===== src/twr_pkg.sv =====
package twr_pkg;

  localparam int unsigned ADDR_W = 8;
  localparam int unsigned DATA_W = 32;

  ////////////////////////////////////////////////////////////////////////////
  // Register byte addresses.
  localparam logic [7:0] OFS_CONTROL   = 8'h00;
  localparam logic [7:0] OFS_COUNT_LO  = 8'h04;
  localparam logic [7:0] OFS_COUNT_HI  = 8'h08;
  localparam logic [7:0] OFS_FLAG      = 8'h0C;
  localparam logic [7:0] OFS_FLAG_CLR  = 8'h10;
  localparam logic [7:0] OFS_ENABLE    = 8'h14;
  localparam logic [7:0] OFS_CMP_CTRL  = 8'h18;
  localparam logic [7:0] OFS_CMP_LO    = 8'h1C;
  localparam logic [7:0] OFS_CMP_HI    = 8'h20;

  ////////////////////////////////////////////////////////////////////////////
  // Field positions.
  localparam int unsigned CTL_ON_BIT   = 0;
  localparam int unsigned CTL_EXT_BIT  = 1;
  localparam int unsigned CTL_OSC_BIT  = 3;
  localparam int unsigned CTL_WIDE_BIT = 7;
  localparam int unsigned FLAG_OVF_BIT = 0;
  localparam int unsigned IEN_OVF_BIT  = 0;
  localparam int unsigned CMP_MODE_LSB = 0;
  localparam int unsigned CMP_ADC_BIT  = 4;

  ////////////////////////////////////////////////////////////////////////////
  // Reset values and encodings.
  localparam logic [7:0]  CONTROL_RST    = 8'h00;
  localparam logic [7:0]  CMP_CTRL_RST   = 8'h00;
  localparam logic [15:0] COUNT_RST      = 16'h0000;
  localparam logic [15:0] COUNT_MAX      = 16'hFFFF;
  localparam logic [7:0]  BYTE_RST       = 8'h00;
  localparam logic [3:0]  MODE_SPECIAL   = 4'hB;
  localparam int unsigned PRESCALE_DEF   = 1;

  typedef enum logic [1:0] {
    ST_IDLE   = 2'b01,
    ST_ANSWER = 2'b10
  } twr_bus_state_t;

endpackage


===== src/twr_sync.sv =====
`timescale 1ns/10ps
`default_nettype none

module twr_sync
(
  input  wire logic pclk,
  input  wire logic presetn,
  input  wire logic async_in,
  output var  logic sync_out
);

  logic stage_one;

  ////////////////////////////////////////////////////////////////////////////
  // The first stage feeds only the second one, to let metastability settle.
  always_ff @(posedge pclk or negedge presetn)
  begin
    if (!presetn)
    begin
      stage_one <= 1'b0;
      sync_out  <= 1'b0;
    end
    else
    begin
      stage_one <= async_in;
      sync_out  <= stage_one;
    end
  end

endmodule
`default_nettype wire


===== src/twr_compare.sv =====
`timescale 1ns/10ps
`default_nettype none

module twr_compare
(
  input  wire logic [15:0] count,
  input  wire logic [15:0] period,
  input  wire logic [3:0]  compare_mode_field,
  input  wire logic        tick,
  output var  logic        special_trigger
);

  import twr_pkg::*;

  ////////////////////////////////////////////////////////////////////////////
  // Matching on the tick that would pass the period makes the period inclusive.
  always_comb
  begin
    special_trigger = tick && (compare_mode_field == MODE_SPECIAL) && (count == period);
  end

endmodule
`default_nettype wire


===== src/twr_timer.sv =====
`timescale 1ns/10ps
`default_nettype none

// Contract
// - Oscillator enabled only while control bit three set
// - Oscillator keeps running during sleep
// - Count rolls FFFFh to 0000h
// - Roll-over sets sticky overflow flag
// - Overflow request gated by enable bit
// - Mode 1011 match resets count, starts conversion
// - Count byte write beats coincident trigger reset
// - Compare value pair sets the period
// - Wide mode maps high address to buffer
// - Low read copies live high into buffer
// - Low write loads high from buffer
// - Wide mode hides the live high byte
// - Only low write clears the prescaler
module twr_timer
#(
  parameter int unsigned PRESCALE_DIV = twr_pkg::PRESCALE_DEF
)
(
  input  wire logic                       pclk,
  input  wire logic                       presetn,
  input  wire logic                       psel,
  input  wire logic                       penable,
  input  wire logic                       pwrite,
  input  wire logic [twr_pkg::ADDR_W-1:0] paddr,
  input  wire logic [twr_pkg::DATA_W-1:0] pwdata,
  output var  logic [twr_pkg::DATA_W-1:0] prdata,
  output var  logic                       pready,
  output var  logic                       pslverr,
  input  wire logic                       crystal_in_pin,
  output var  logic                       crystal_osc_enable,
  output var  logic                       adc_start,
  output var  logic                       overflow_irq
);

  import twr_pkg::*;

  localparam int unsigned PS_W = (PRESCALE_DIV > 1) ? $clog2(PRESCALE_DIV) : 1;
  localparam logic [PS_W-1:0] PS_LAST = PS_W'(PRESCALE_DIV - 1);
  localparam logic [PS_W-1:0] PS_ZERO = '0;

  function automatic logic addr_mapped(input logic [ADDR_W-1:0] a);
    addr_mapped = (a == OFS_CONTROL) || (a == OFS_COUNT_LO) || (a == OFS_COUNT_HI) ||
                  (a == OFS_FLAG) || (a == OFS_FLAG_CLR) || (a == OFS_ENABLE) ||
                  (a == OFS_CMP_CTRL) || (a == OFS_CMP_LO) || (a == OFS_CMP_HI);
  endfunction

  twr_bus_state_t state;
  twr_bus_state_t next_state;
  logic [7:0]        timer_control_reg;
  logic [7:0]        next_timer_control_reg;
  logic [7:0]        cmp_ctrl;
  logic [7:0]        next_cmp_ctrl;
  logic [7:0]        compare_value_low;
  logic [7:0]        next_compare_value_low;
  logic [7:0]        compare_value_high;
  logic [7:0]        next_compare_value_high;
  logic [15:0]       count;
  logic [15:0]       next_count;
  logic [7:0]        high_buffer;
  logic [7:0]        next_high_buffer;
  logic [PS_W-1:0]   prescale;
  logic [PS_W-1:0]   next_prescale;
  logic              overflow_flag;
  logic              next_overflow_flag;
  logic              overflow_irq_enable;
  logic              next_overflow_irq_enable;
  logic [DATA_W-1:0] next_prdata;
  logic              next_pready;
  logic              next_pslverr;
  logic              next_adc_start;
  logic              next_overflow_irq;
  logic              ext_sync;
  logic              ext_prev;
  logic              source_event;
  logic              tick;
  logic              special_trigger;
  logic              wide_access_select;
  logic              do_write;
  logic              do_read_start;
  logic              wr_low;
  logic              wr_high;

  ////////////////////////////////////////////////////////////////////////////
  // Counter-mode input from the crystal pin is resynchronised before use.
  // Only synchronised counting is offered, so the trigger reset works unless a count byte write lands in the same cycle.
  twr_sync u_sync
  (
    .pclk     (pclk),
    .presetn  (presetn),
    .async_in (crystal_in_pin),
    .sync_out (ext_sync)
  );

  twr_compare u_compare
  (
    .count              (count),
    .period             ({compare_value_high, compare_value_low}),
    .compare_mode_field (cmp_ctrl[CMP_MODE_LSB +: 4]),
    .tick               (tick),
    .special_trigger    (special_trigger)
  );

  always_comb
  begin
    wide_access_select = timer_control_reg[CTL_WIDE_BIT];
    source_event  = timer_control_reg[CTL_EXT_BIT] ? (ext_sync && !ext_prev) : 1'b1;
    tick          = timer_control_reg[CTL_ON_BIT] && source_event && (prescale == PS_LAST);
    do_write      = (state == ST_ANSWER) && psel && penable && pwrite;
    do_read_start = (state == ST_IDLE) && psel && penable && !pwrite;
    wr_low        = do_write && (paddr == OFS_COUNT_LO);
    wr_high       = do_write && (paddr == OFS_COUNT_HI);
  end

  ////////////////////////////////////////////////////////////////////////////
  // Bus handshake: one wait cycle, then pready for one cycle.
  always_comb
  begin
    next_state   = state;
    next_pready  = 1'b0;
    next_pslverr = 1'b0;
    unique case (state)
      ST_IDLE:
      begin
        if (psel && penable)
        begin
          next_state   = ST_ANSWER;
          next_pready  = 1'b1;
          next_pslverr = !addr_mapped(paddr) || (!pwrite && (paddr == OFS_FLAG_CLR));
        end
      end
      ST_ANSWER:
      begin
        next_state = ST_IDLE;
      end
    endcase
  end

  ////////////////////////////////////////////////////////////////////////////
  // Read data is captured as the answer is raised.
  always_comb
  begin
    next_prdata = prdata;
    if (do_read_start)
    begin
      next_prdata = '0;
      unique case (paddr)
        OFS_CONTROL:  next_prdata[7:0] = timer_control_reg;
        OFS_COUNT_LO: next_prdata[7:0] = count[7:0];
        OFS_COUNT_HI: next_prdata[7:0] = wide_access_select ? high_buffer : count[15:8];
        OFS_FLAG:     next_prdata[FLAG_OVF_BIT] = overflow_flag;
        OFS_ENABLE:   next_prdata[IEN_OVF_BIT] = overflow_irq_enable;
        OFS_CMP_CTRL: next_prdata[7:0] = cmp_ctrl;
        OFS_CMP_LO:   next_prdata[7:0] = compare_value_low;
        OFS_CMP_HI:   next_prdata[7:0] = compare_value_high;
        default:      next_prdata = '0;
      endcase
    end
  end

  ////////////////////////////////////////////////////////////////////////////
  // Configuration registers.
  always_comb
  begin
    next_timer_control_reg   = timer_control_reg;
    next_cmp_ctrl            = cmp_ctrl;
    next_compare_value_low   = compare_value_low;
    next_compare_value_high  = compare_value_high;
    next_overflow_irq_enable = overflow_irq_enable;
    if (do_write)
    begin
      unique case (paddr)
        OFS_CONTROL:  next_timer_control_reg = pwdata[7:0];
        OFS_ENABLE:   next_overflow_irq_enable = pwdata[IEN_OVF_BIT];
        OFS_CMP_CTRL: next_cmp_ctrl = pwdata[7:0];
        OFS_CMP_LO:   next_compare_value_low = pwdata[7:0];
        OFS_CMP_HI:   next_compare_value_high = pwdata[7:0];
        default:      next_timer_control_reg = timer_control_reg;
      endcase
    end
  end

  ////////////////////////////////////////////////////////////////////////////
  // Count, high byte buffer and prescaler.
  always_comb
  begin
    next_count       = count;
    next_high_buffer = high_buffer;
    next_prescale    = prescale;
    if (timer_control_reg[CTL_ON_BIT] && source_event)
    begin
      next_prescale = (prescale == PS_LAST) ? PS_ZERO : prescale + PS_W'(1);
    end
    if (tick)
    begin
      // A count byte write in this cycle discards the trigger reset entirely.
      next_count = (special_trigger && !wr_low && !wr_high) ? COUNT_RST
                 : count + 16'h0001;
    end
    if (do_read_start && (paddr == OFS_COUNT_LO) && wide_access_select)
    begin
      next_high_buffer = count[15:8];
    end
    // A write lands after the tick logic above, so it overrides a trigger reset.
    if (wr_low)
    begin
      next_count[7:0] = pwdata[7:0];
      next_prescale   = PS_ZERO;
      if (wide_access_select)
      begin
        next_count[15:8] = high_buffer;
      end
    end
    if (wr_high)
    begin
      if (wide_access_select)
      begin
        next_high_buffer = pwdata[7:0];
      end
      else
      begin
        next_count[15:8] = pwdata[7:0];
      end
    end
  end

  ////////////////////////////////////////////////////////////////////////////
  // Flag, interrupt and converter start.
  always_comb
  begin
    next_overflow_flag = overflow_flag;
    if (do_write && (paddr == OFS_FLAG_CLR) && pwdata[FLAG_OVF_BIT])
    begin
      next_overflow_flag = 1'b0;
    end
    // A roll-over in the clearing cycle still sets the flag.
    if (tick && !special_trigger && (count == COUNT_MAX) && !wr_low && !wr_high)
    begin
      next_overflow_flag = 1'b1;
    end
    next_overflow_irq = next_overflow_flag && next_overflow_irq_enable;
    next_adc_start    = special_trigger && cmp_ctrl[CMP_ADC_BIT] && !wr_low && !wr_high;
  end

  ////////////////////////////////////////////////////////////////////////////
  // The oscillator follows its enable bit only; sleep does not gate it.
  always_ff @(posedge pclk or negedge presetn)
  begin
    if (!presetn)
    begin
      state               <= ST_IDLE;
      prdata              <= '0;
      pready              <= 1'b0;
      pslverr             <= 1'b0;
      timer_control_reg   <= CONTROL_RST;
      cmp_ctrl            <= CMP_CTRL_RST;
      compare_value_low   <= BYTE_RST;
      compare_value_high  <= BYTE_RST;
      count               <= COUNT_RST;
      high_buffer         <= BYTE_RST;
      prescale            <= PS_ZERO;
      overflow_flag       <= 1'b0;
      overflow_irq_enable <= 1'b0;
      overflow_irq        <= 1'b0;
      adc_start           <= 1'b0;
      ext_prev            <= 1'b0;
      crystal_osc_enable  <= 1'b0;
    end
    else
    begin
      state               <= next_state;
      prdata              <= next_prdata;
      pready              <= next_pready;
      pslverr             <= next_pslverr;
      timer_control_reg   <= next_timer_control_reg;
      cmp_ctrl            <= next_cmp_ctrl;
      compare_value_low   <= next_compare_value_low;
      compare_value_high  <= next_compare_value_high;
      count               <= next_count;
      high_buffer         <= next_high_buffer;
      prescale            <= next_prescale;
      overflow_flag       <= next_overflow_flag;
      overflow_irq_enable <= next_overflow_irq_enable;
      overflow_irq        <= next_overflow_irq;
      adc_start           <= next_adc_start;
      ext_prev            <= ext_sync;
      crystal_osc_enable  <= next_timer_control_reg[CTL_OSC_BIT];
    end
  end

endmodule
`default_nettype wire


===== config.mk =====
export PLATFORM = sky130hd
export DESIGN_NAME = twr_timer
export DESIGN_NICKNAME = d
export VERILOG_FILES = /design/src/twr_pkg.sv /design/src/twr_sync.sv /design/src/twr_compare.sv /design/src/twr_timer.sv
export SDC_FILE = /design/constraint.sdc
export NUM_CORES = 1
export LEC_CHECK = 0
export BUFFER_PORTS_ARGS = -buffer_cell sky130_fd_sc_hd__buf_2
export CAP_MARGIN = 10
export CELL_PAD_IN_SITES_DETAIL_PLACEMENT = 2
export CELL_PAD_IN_SITES_GLOBAL_PLACEMENT = 2
export CORE_ASPECT_RATIO = 1.5
export CORE_UTILIZATION = 31
export DETAILED_ROUTE_END_ITERATION = 7
export PLACE_DENSITY_LB_ADDON = 0.2
export SETUP_SLACK_MARGIN = 0.5
export SLEW_MARGIN = 20
export SYNTH_ARGS = -nofsm -noshare
export SYNTH_HDL_FRONTEND = slang
export SYNTH_SLANG_ARGS = --single-unit

===== constraint.sdc =====
create_clock -name pclk -period 2.3 [get_ports pclk]
set_input_delay 0.115 -clock pclk [delete_from_list [all_inputs] [get_ports pclk]]
set_output_delay 0.115 -clock pclk [all_outputs]
set_load 0.01 [all_outputs]

==> results of run 1 <==
layout make-up:
type                            instances  area (µm²)  share of cell area, %
Inverter                                7       26.28                 0.4260
Sequential cell                        75        1892                  30.67
Multi-Input combinational cell        350        2829                  45.86
Timing Repair Buffer                  118       923.4                  14.97
Clock buffer                           11       242.7                  3.935
Tap cell                              162       202.7                  3.286
Clock inverter                          5       52.55                 0.8519
cell usage in the layout, fill, tap and decap left out, types with 6 or more instances in the layout:
master	instances
a21oi_1	8
a221oi_1	6
a22oi_1	8
and3_1	7
buf_2	33
buf_4	65
buf_6	12
clkbuf_16	9
conb_1	24
dfrtp_1	63
dfrtp_2	11
inv_1	7
mux2_2	18
mux2_4	16
mux2i_1	8
nand2_1	41
nand3_1	22
nand4_1	10
nor2_1	30
nor2_4	9
nor3_1	9
nor4_1	6
nor4_4	6
o21ai_0	7
xnor2_1	7
xnor2_2	13
stage by stage:
| stage | instance area, µm² | total power, W | utilization, % | hold WS [ns] | cells |
|---|---|---|---|---|---|
| 5_1_grt | 6168 | 0.003750 | 45.15 | 0.08457 | 728 |
| 4_1_cts | 5768 | 0.003503 | 42.22 | 0.08786 | 711 |
| 3_5_place_dp | 5037 | 0.002025 | 36.87 | 0.1256 | 671 |
| 6_report | 6168 | 0.003627 | 45.15 | 0.07321 | 728 |
| 2_1_floorplan | 4613 | 0.001809 | - | -0.1806 | 477 |
| 3_3_place_gp | 5037 | 0.002004 | 36.87 | 0.1162 | 671 |
power by group:
part / leakage [nW] / switching (W) / internal (W)
combinational: 1.67 / 0.000359 / 0.000276
sequential: 0.967 / 0.0000764 / 0.00143
clock: 0.145 / 0.000615 / 0.000867
total: 2.78 / 0.00105 / 0.00258
metal layers:
metal  GRT usage [%]  routed length (µm)  up-vias
met4           14.85                1159        0
met1           29.79                7791     2178
met3           3.593                 935       69
li1                -                   -     1812
met5               0                   0        -
met2           49.48               10890      174
timing repair:
action | CTS | global route
setup buffers | 20 | 17
gates resized for setup | 48 | 61
endpoints found under the hold margin | 37 | 0
pin swaps | 18 | 25
setup endpoints to repair | 42 | 44
cloned | 2 | 0
hold buffers | 2 | 0
final timing paths:
kind | from | endpoint | slack [ns] | cells after the start
worst max-delay path | compare_value_high[7] | count[8] | 0.23 | 7
worst min-delay path | pwrite | pslverr | 0.07 | 2
worst max register to register | compare_value_high[7] | count[8] | 0.23 | 7
worst min register to register | u_sync.stage_one | u_sync.sync_out | 0.36 | 0
max in group asynchronous | presetn | state[0] | 1.33 | 3
min in group asynchronous | presetn | compare_value_low[0] | 0.29 | 2
cells by family (layout without fill, tap and decap cells):
logic type	Yosys count	in the layout	share of synthesized area, %
xor+xnor	26	26	5.187
other cells	1	24	0.08541
fa+ha+maj	1	1	0.2849
compound gates	71	71	11.94
simple gates	183	185	21.94
buf+inv	54	141	7.011
mux	43	43	10.77
flops	75	75	42.78
==> results.json, run 1 <==
{
  "grt_start_max_net_pins": 40,
  "core_mm2": 0.01366,
  "slowest_delay_ns": 0.45,
  "ys_seq_area_share_pct": 42.78,
  "irDropWorstVdd_mv": 0.2476,
  "rsz0062_at_grt": "yes",
  "root_buffer": "clkbuf_16",
  "setup_slack_ns": 0.2319,
  "totalNegativeSetupSlack_ns": 0,
  "timing.slew.headroom_pct": 64.38,
  "synth.area.top_cells": "dfrtp_1, mux2_2, xnor2_1",
  "power_density_mw_per_mm2": 588.0,
  "routed_wl_um": 20770,
  "crit_path_end_kind": "flip-flop",
  "worst_slew_pin_slew_ns": 0.5343,
  "preCtsSetupSlack_ns": 0.1954,
  "hp-class": "input port to flip-flop",
  "worstPathArrival_ns": 2.30,
  "synthDistinctLibCells": 60,
  "synth_commonest_cells": "dfrtp_1, nand2_1, nor2_1",
  "synth_seq_cells": 75,
  "clk_path_buf_depth": 2,
  "synth_top_cell_by_area": "dfrtp_1",
  "grt_pass1_wl_um": 28860,
  "area_delta_synth_final_pct": 40.50,
  "overflow": 0,
  "antennaDiodeCount": 0,
  "numCtsBuffers": 9,
  "clk_latency_ns": 0.35,
  "die-width_um": 99.17,
  "drive_gt1_share_pct": 44.70,
  "cp_slowest_cell": "dfrtp_1",
  "hpwlAfterDp_um": 12610,
  "period_minus_slack_ns": 2.068,
  "cp.buffers_inverters": 1,
  "finalCritPeriodShare_pct": 89.92,
  "die_h_um": 147.8,
  "drt_iter0_markers": 326,
  "path_max_fanout": 5,
  "cts.clk_slew.worst_paths_ns": 0.07,
  "synth_edf_count": 0,
  "finalMaxSlewViolations": 0,
  "synth-main-ff-cell": "dfrtp_1",
  "num-fill-cells": 1415,
  "grt_use_total_pct": 26.98,
  "syn_inst": 454,
  "synthesis.area_mm2": 0.004390,
  "crit_family": "simple AND/OR/NAND/NOR gates",
  "numClockSinks": 75,
  "io_pins": 83,
  "hold_viol": 0,
  "port_buffers": 34,
  "wl_per_cell_um": 28.53,
  "ys_warn_count": 0,
  "initial_core_util_pct": 32.13,
  "antenna_found_initial": 0,
  "path_cells": "xnor2_2 > nand4_1 > or2_4 > nor4_4 > buf_6 > o311ai_4 > o21a_1",
  "status": "completed",
  "grt_pass1_vias": 4612,
  "via_count": 4233,
  "clock.fmax_mhz": 483.5,
  "path_class": "flip-flop to flip-flop",
  "synth-async-reset-ratio_pct": 100.0,
  "rows": 52,
  "gp_congestion": 0.8844,
  "cp-start-kind": "flip-flop",
  "avgSynthCellArea_um2": 9.671,
  "leakage_nw": 2.785,
  "yosysMostFrequentCell": "dfrtp_1",
  "cts_max_level": 3,
  "finalClockSkew_ns": 0.01404,
  "regMostFlops": "count",
  "drc": 0,
  "synth_top_area_share_pct": 42.18,
  "cts_tree": "yes",
  "drt-vias-per-instance": 5.815,
  "setup_violations": 0,
  "die_area_mm2": 0.01465,
  "first_pass_iters": 4,
  "largest_register_ffs": 16,
  "crit_required_ns": 2.53,
  "nets": 608,
  "ant_nets": 0,
  "maxCapViolCount": 0
}
Power figures use the tool's default switching activity.
==> run 2, diff against run 1 <==
--- a/config.mk
+++ b/config.mk
@@ -5,15 +5,15 @@
 export SDC_FILE = /design/constraint.sdc
 export NUM_CORES = 1
 export LEC_CHECK = 0
+export ABC_AREA = 1
 export BUFFER_PORTS_ARGS = -buffer_cell sky130_fd_sc_hd__buf_2
 export CAP_MARGIN = 10
 export CELL_PAD_IN_SITES_DETAIL_PLACEMENT = 2
 export CELL_PAD_IN_SITES_GLOBAL_PLACEMENT = 2
 export CORE_ASPECT_RATIO = 1.5
-export CORE_UTILIZATION = 31
+export CORE_UTILIZATION = 29
 export DETAILED_ROUTE_END_ITERATION = 7
 export PLACE_DENSITY_LB_ADDON = 0.2
-export SETUP_SLACK_MARGIN = 0.5
 export SLEW_MARGIN = 20
 export SYNTH_ARGS = -nofsm -noshare
 export SYNTH_HDL_FRONTEND = slang
==> run 2 against run 1 <==
  * Routed wire length shrank 17%
  * Flip-flop and latch count unchanged
  * First-iteration DRC count fell by 68%
  * Maximum frequency rose by 2.1%
  * Non-clock buffer count down 60
  * Synthesized cell count is 30% higher
  * Via count down 0.17%
  * Clock power is 6% lower
  * Sequential power fell by 3%
  * Combinational power shrank 38%
  * Worst hold slack lost 0.069 ns
  * Die area is 8.7% higher
  * Largest power group unchanged
==> results.json, run 2 <==
{
  "routed_wl_um": 17240,
  "yosysMostFrequentCell": "nand2_1",
  "preCtsSetupSlack_ns": 0.2338,
  "rr_worst_depth": 9,
  "cts.clk_slew.worst_paths_ns": 0.06,
  "io_pins": 83,
  "path_common_cell": "nand3_1",
  "clock.fmax_mhz": 493.6,
  "grt_pass1_vias": 4750,
  "root_buffer": "clkbuf_16",
  "synth-async-reset-ratio_pct": 100.0,
  "ys_warn_count": 0,
  "holdPathEnd": "count[10]",
  "worst_slew_pin_slew_ns": 0.6850,
  "path_class": "flip-flop to flip-flop",
  "die_area_mm2": 0.01593,
  "synthesis.area_mm2": 0.004471,
  "clk_latency_ns": 0.35,
  "numCtsBuffers": 9,
  "cts_max_level": 3,
  "die-width_um": 103.4,
  "min_from": "pwdata[2]",
  "drt-vias-per-instance": 4.972,
  "p_comb_share_pct": 12.1,
  "port_buffers": 34,
  "path_cells": "ha_1 > nand3_1 > nor2_2 > nand2_1 > nor2_1 > buf_4 > nand3_1 > nand3b_1 > a21boi_1",
  "synth-main-ff-cell": "dfrtp_1",
  "power.switching_w": 0.0009050,
  "netSwitchingFraction_pct": 27.91,
  "num-fill-cells": 1769,
  "synth_seq_cells": 75,
  "totalNegativeSetupSlack_ns": 0,
  "path_max_fanout": 5,
  "grt_use_total_pct": 23.11,
  "antennaDiodeCount": 0,
  "grt_pass1_wl_um": 26470,
  "drt_iter0_markers": 103,
  "clk_path_buf_depth": 2,
  "wl_per_cell_um": 20.29,
  "final_cell_mix": "nand2_1, dfrtp_1, inv_1",
  "crit_required_ns": 2.56,
  "hpwlAfterDp_um": 13560,
  "timing.rr.end": "overflow_irq",
  "setup_violations": 0,
  "initial_core_util_pct": 29.66,
  "multiInputGateArea_mm2": 0.002136,
  "startpoint": "count[1]",
  "synthDistinctLibCells": 44,
  "synth_top_area_share_pct": 41.42,
  "worstPathArrival_ns": 2.29,
  "cts_tree": "yes",
  "die_h_um": 154.1,
  "regArea_mm2": 0.001878,
  "via_count": 4226,
  "syn_inst": 592,
  "timing.slew.headroom_pct": 54.33,
  "leakage_nw": 2.538,
  "status": "completed",
  "core_mm2": 0.01507,
  "clkPwrFrac_pct": 42.9,
  "reg2reg_from": "count[1]",
  "setup_slack_ns": 0.2740,
  "avgSynthCellArea_um2": 7.552,
  "grt_start_max_net_pins": 48,
  "drive_gt1_share_pct": 15.67,
  "ys_seq_area_share_pct": 42.01,
  "drc": 0,
  "synth_top_cell_by_area": "dfrtp_1",
  "synth_commonest_cells": "nand2_1, dfrtp_1, inv_1",
  "first_pass_iters": 4,
  "synth.area.top_cells": "dfrtp_1, nand2_1, o21ai_0",
  "numClockSinks": 75,
  "irDropWorstVdd_mv": 0.2466,
  "slowest_delay_ns": 0.43,
  "fin_total_pwr_w": 0.003243,
  "power.internal_w": 0.002338,
  "area_delta_synth_final_pct": 16.48,
  "cts_setup_buffers": 0,
  "hp-class": "input port to flip-flop",
  "whs_path_depth": 3,
  "layout_commonest_cell": "nand2_1",
  "regMostFlops": "count",
  "hold_viol": 0,
  "antenna_found_initial": 0,
  "finalCritPeriodShare_pct": 88.09,
  "ant_nets": 0,
  "reg2reg_slack_ns": 0.27,
  "crit_path_end_kind": "flip-flop",
  "finalClockSkew_ns": 0.008143,
  "largest_register_ffs": 16,
  "gp_congestion": 0.8435,
  "cp-start-kind": "flip-flop",
  "finalMaxSlewViolations": 0,
  "seq_power_share_pct": 44.9,
  "period_minus_slack_ns": 2.026,
  "cp_slowest_cell": "dfrtp_1",
  "synth_edf_count": 0,
  "rows": 55,
  "nets": 693,
  "rsz0062_at_grt": "no",
  "power_density_mw_per_mm2": 622.7,
  "overflow": 0,
  "maxCapViolCount": 0
}
-- run 2: cell types whose count changed in the layout (fill, tap and decap cells not counted), moves of 12 or more --
cell	before	now
nand2_1	41	171
xnor2_2	13	0
buf_4	65	21
mux2_2	18	0
buf_6	12	0
inv_1	7	69
o21ai_0	7	61
mux2_4	16	0
nand3_1	22	37
-- run 2: layer usage --
metal  track usage [%]  part of all wire, %
met5                 0                    0
met4             9.390                  2.9
met3             3.318                  2.9
met2             43.74                   56
met1             24.69                   38
-- run 2: worst max path at each step --
stage,end,depth (start not counted)
global placement,high_buffer[2],10
global route,high_buffer[0],10
detailed placement,high_buffer[2],10
finish,overflow_irq,9
floorplan,prdata[1],8
CTS,high_buffer[1],10
-- run 2: area by class of cell --
type	instances	area share (%)
Clock buffer	11	4.853
Tap cell	199	4.781
Inverter	75	5.430
Clock inverter	5	0.6968
Sequential cell	75	36.06
Multi-Input combinational cell	427	41.01
Timing Repair Buffer	58	7.160
-- run 2: critical path: cells and delay by family, from the launching register on --
kind | cells | cell delay [ns]
compound gates | 1 | 0.19
flops | 1 | 0.43
simple gates | 6 | 0.94
buf+inv | 1 | 0.16
fa+ha+maj | 1 | 0.22
-- run 2: what timing repair did --
| action | in CTS | in global routing |
|---|---|---|
| hold endpoints to repair | 48 | 0 |
| gates resized for setup | 0 | 0 |
| hold buffers | 3 | 0 |
-- run 2: power by group through the flow --
stage | clock network (W) | logic [W] | registers, W
after floorplan | 0 | 0.000224 | 0.00149
after global placement | 0 | 0.000380 | 0.00148
after detailed placement | 0 | 0.000397 | 0.00148
after CTS | 0.00142 | 0.000404 | 0.00146
after global routing | 0.00147 | 0.000434 | 0.00147
final | 0.00139 | 0.000394 | 0.00146
-- run 2: cells by family after synthesis --
| logic type | synth area share (%) |
|---|---|
| compound gates | 13.60 |
| xor+xnor | 3.722 |
| fa+ha+maj | 0.2798 |
| buf+inv | 12.15 |
| flops | 42.01 |
| other cells | 0.08388 |
| simple gates | 28.16 |
-- run 2: metrics by stage --
stage          instances  area (µm²)  hold slack [ns]  util, %
2_1_floorplan        615        4557          -0.1806        -
3_3_place_gp         831        4888           0.1967    32.44
3_5_place_dp         831        4888           0.2008    32.44
4_1_cts              850        5207         0.007917    34.55
5_1_grt              850        5207          0.03182    34.55
6_report             850        5207         0.003725    34.55
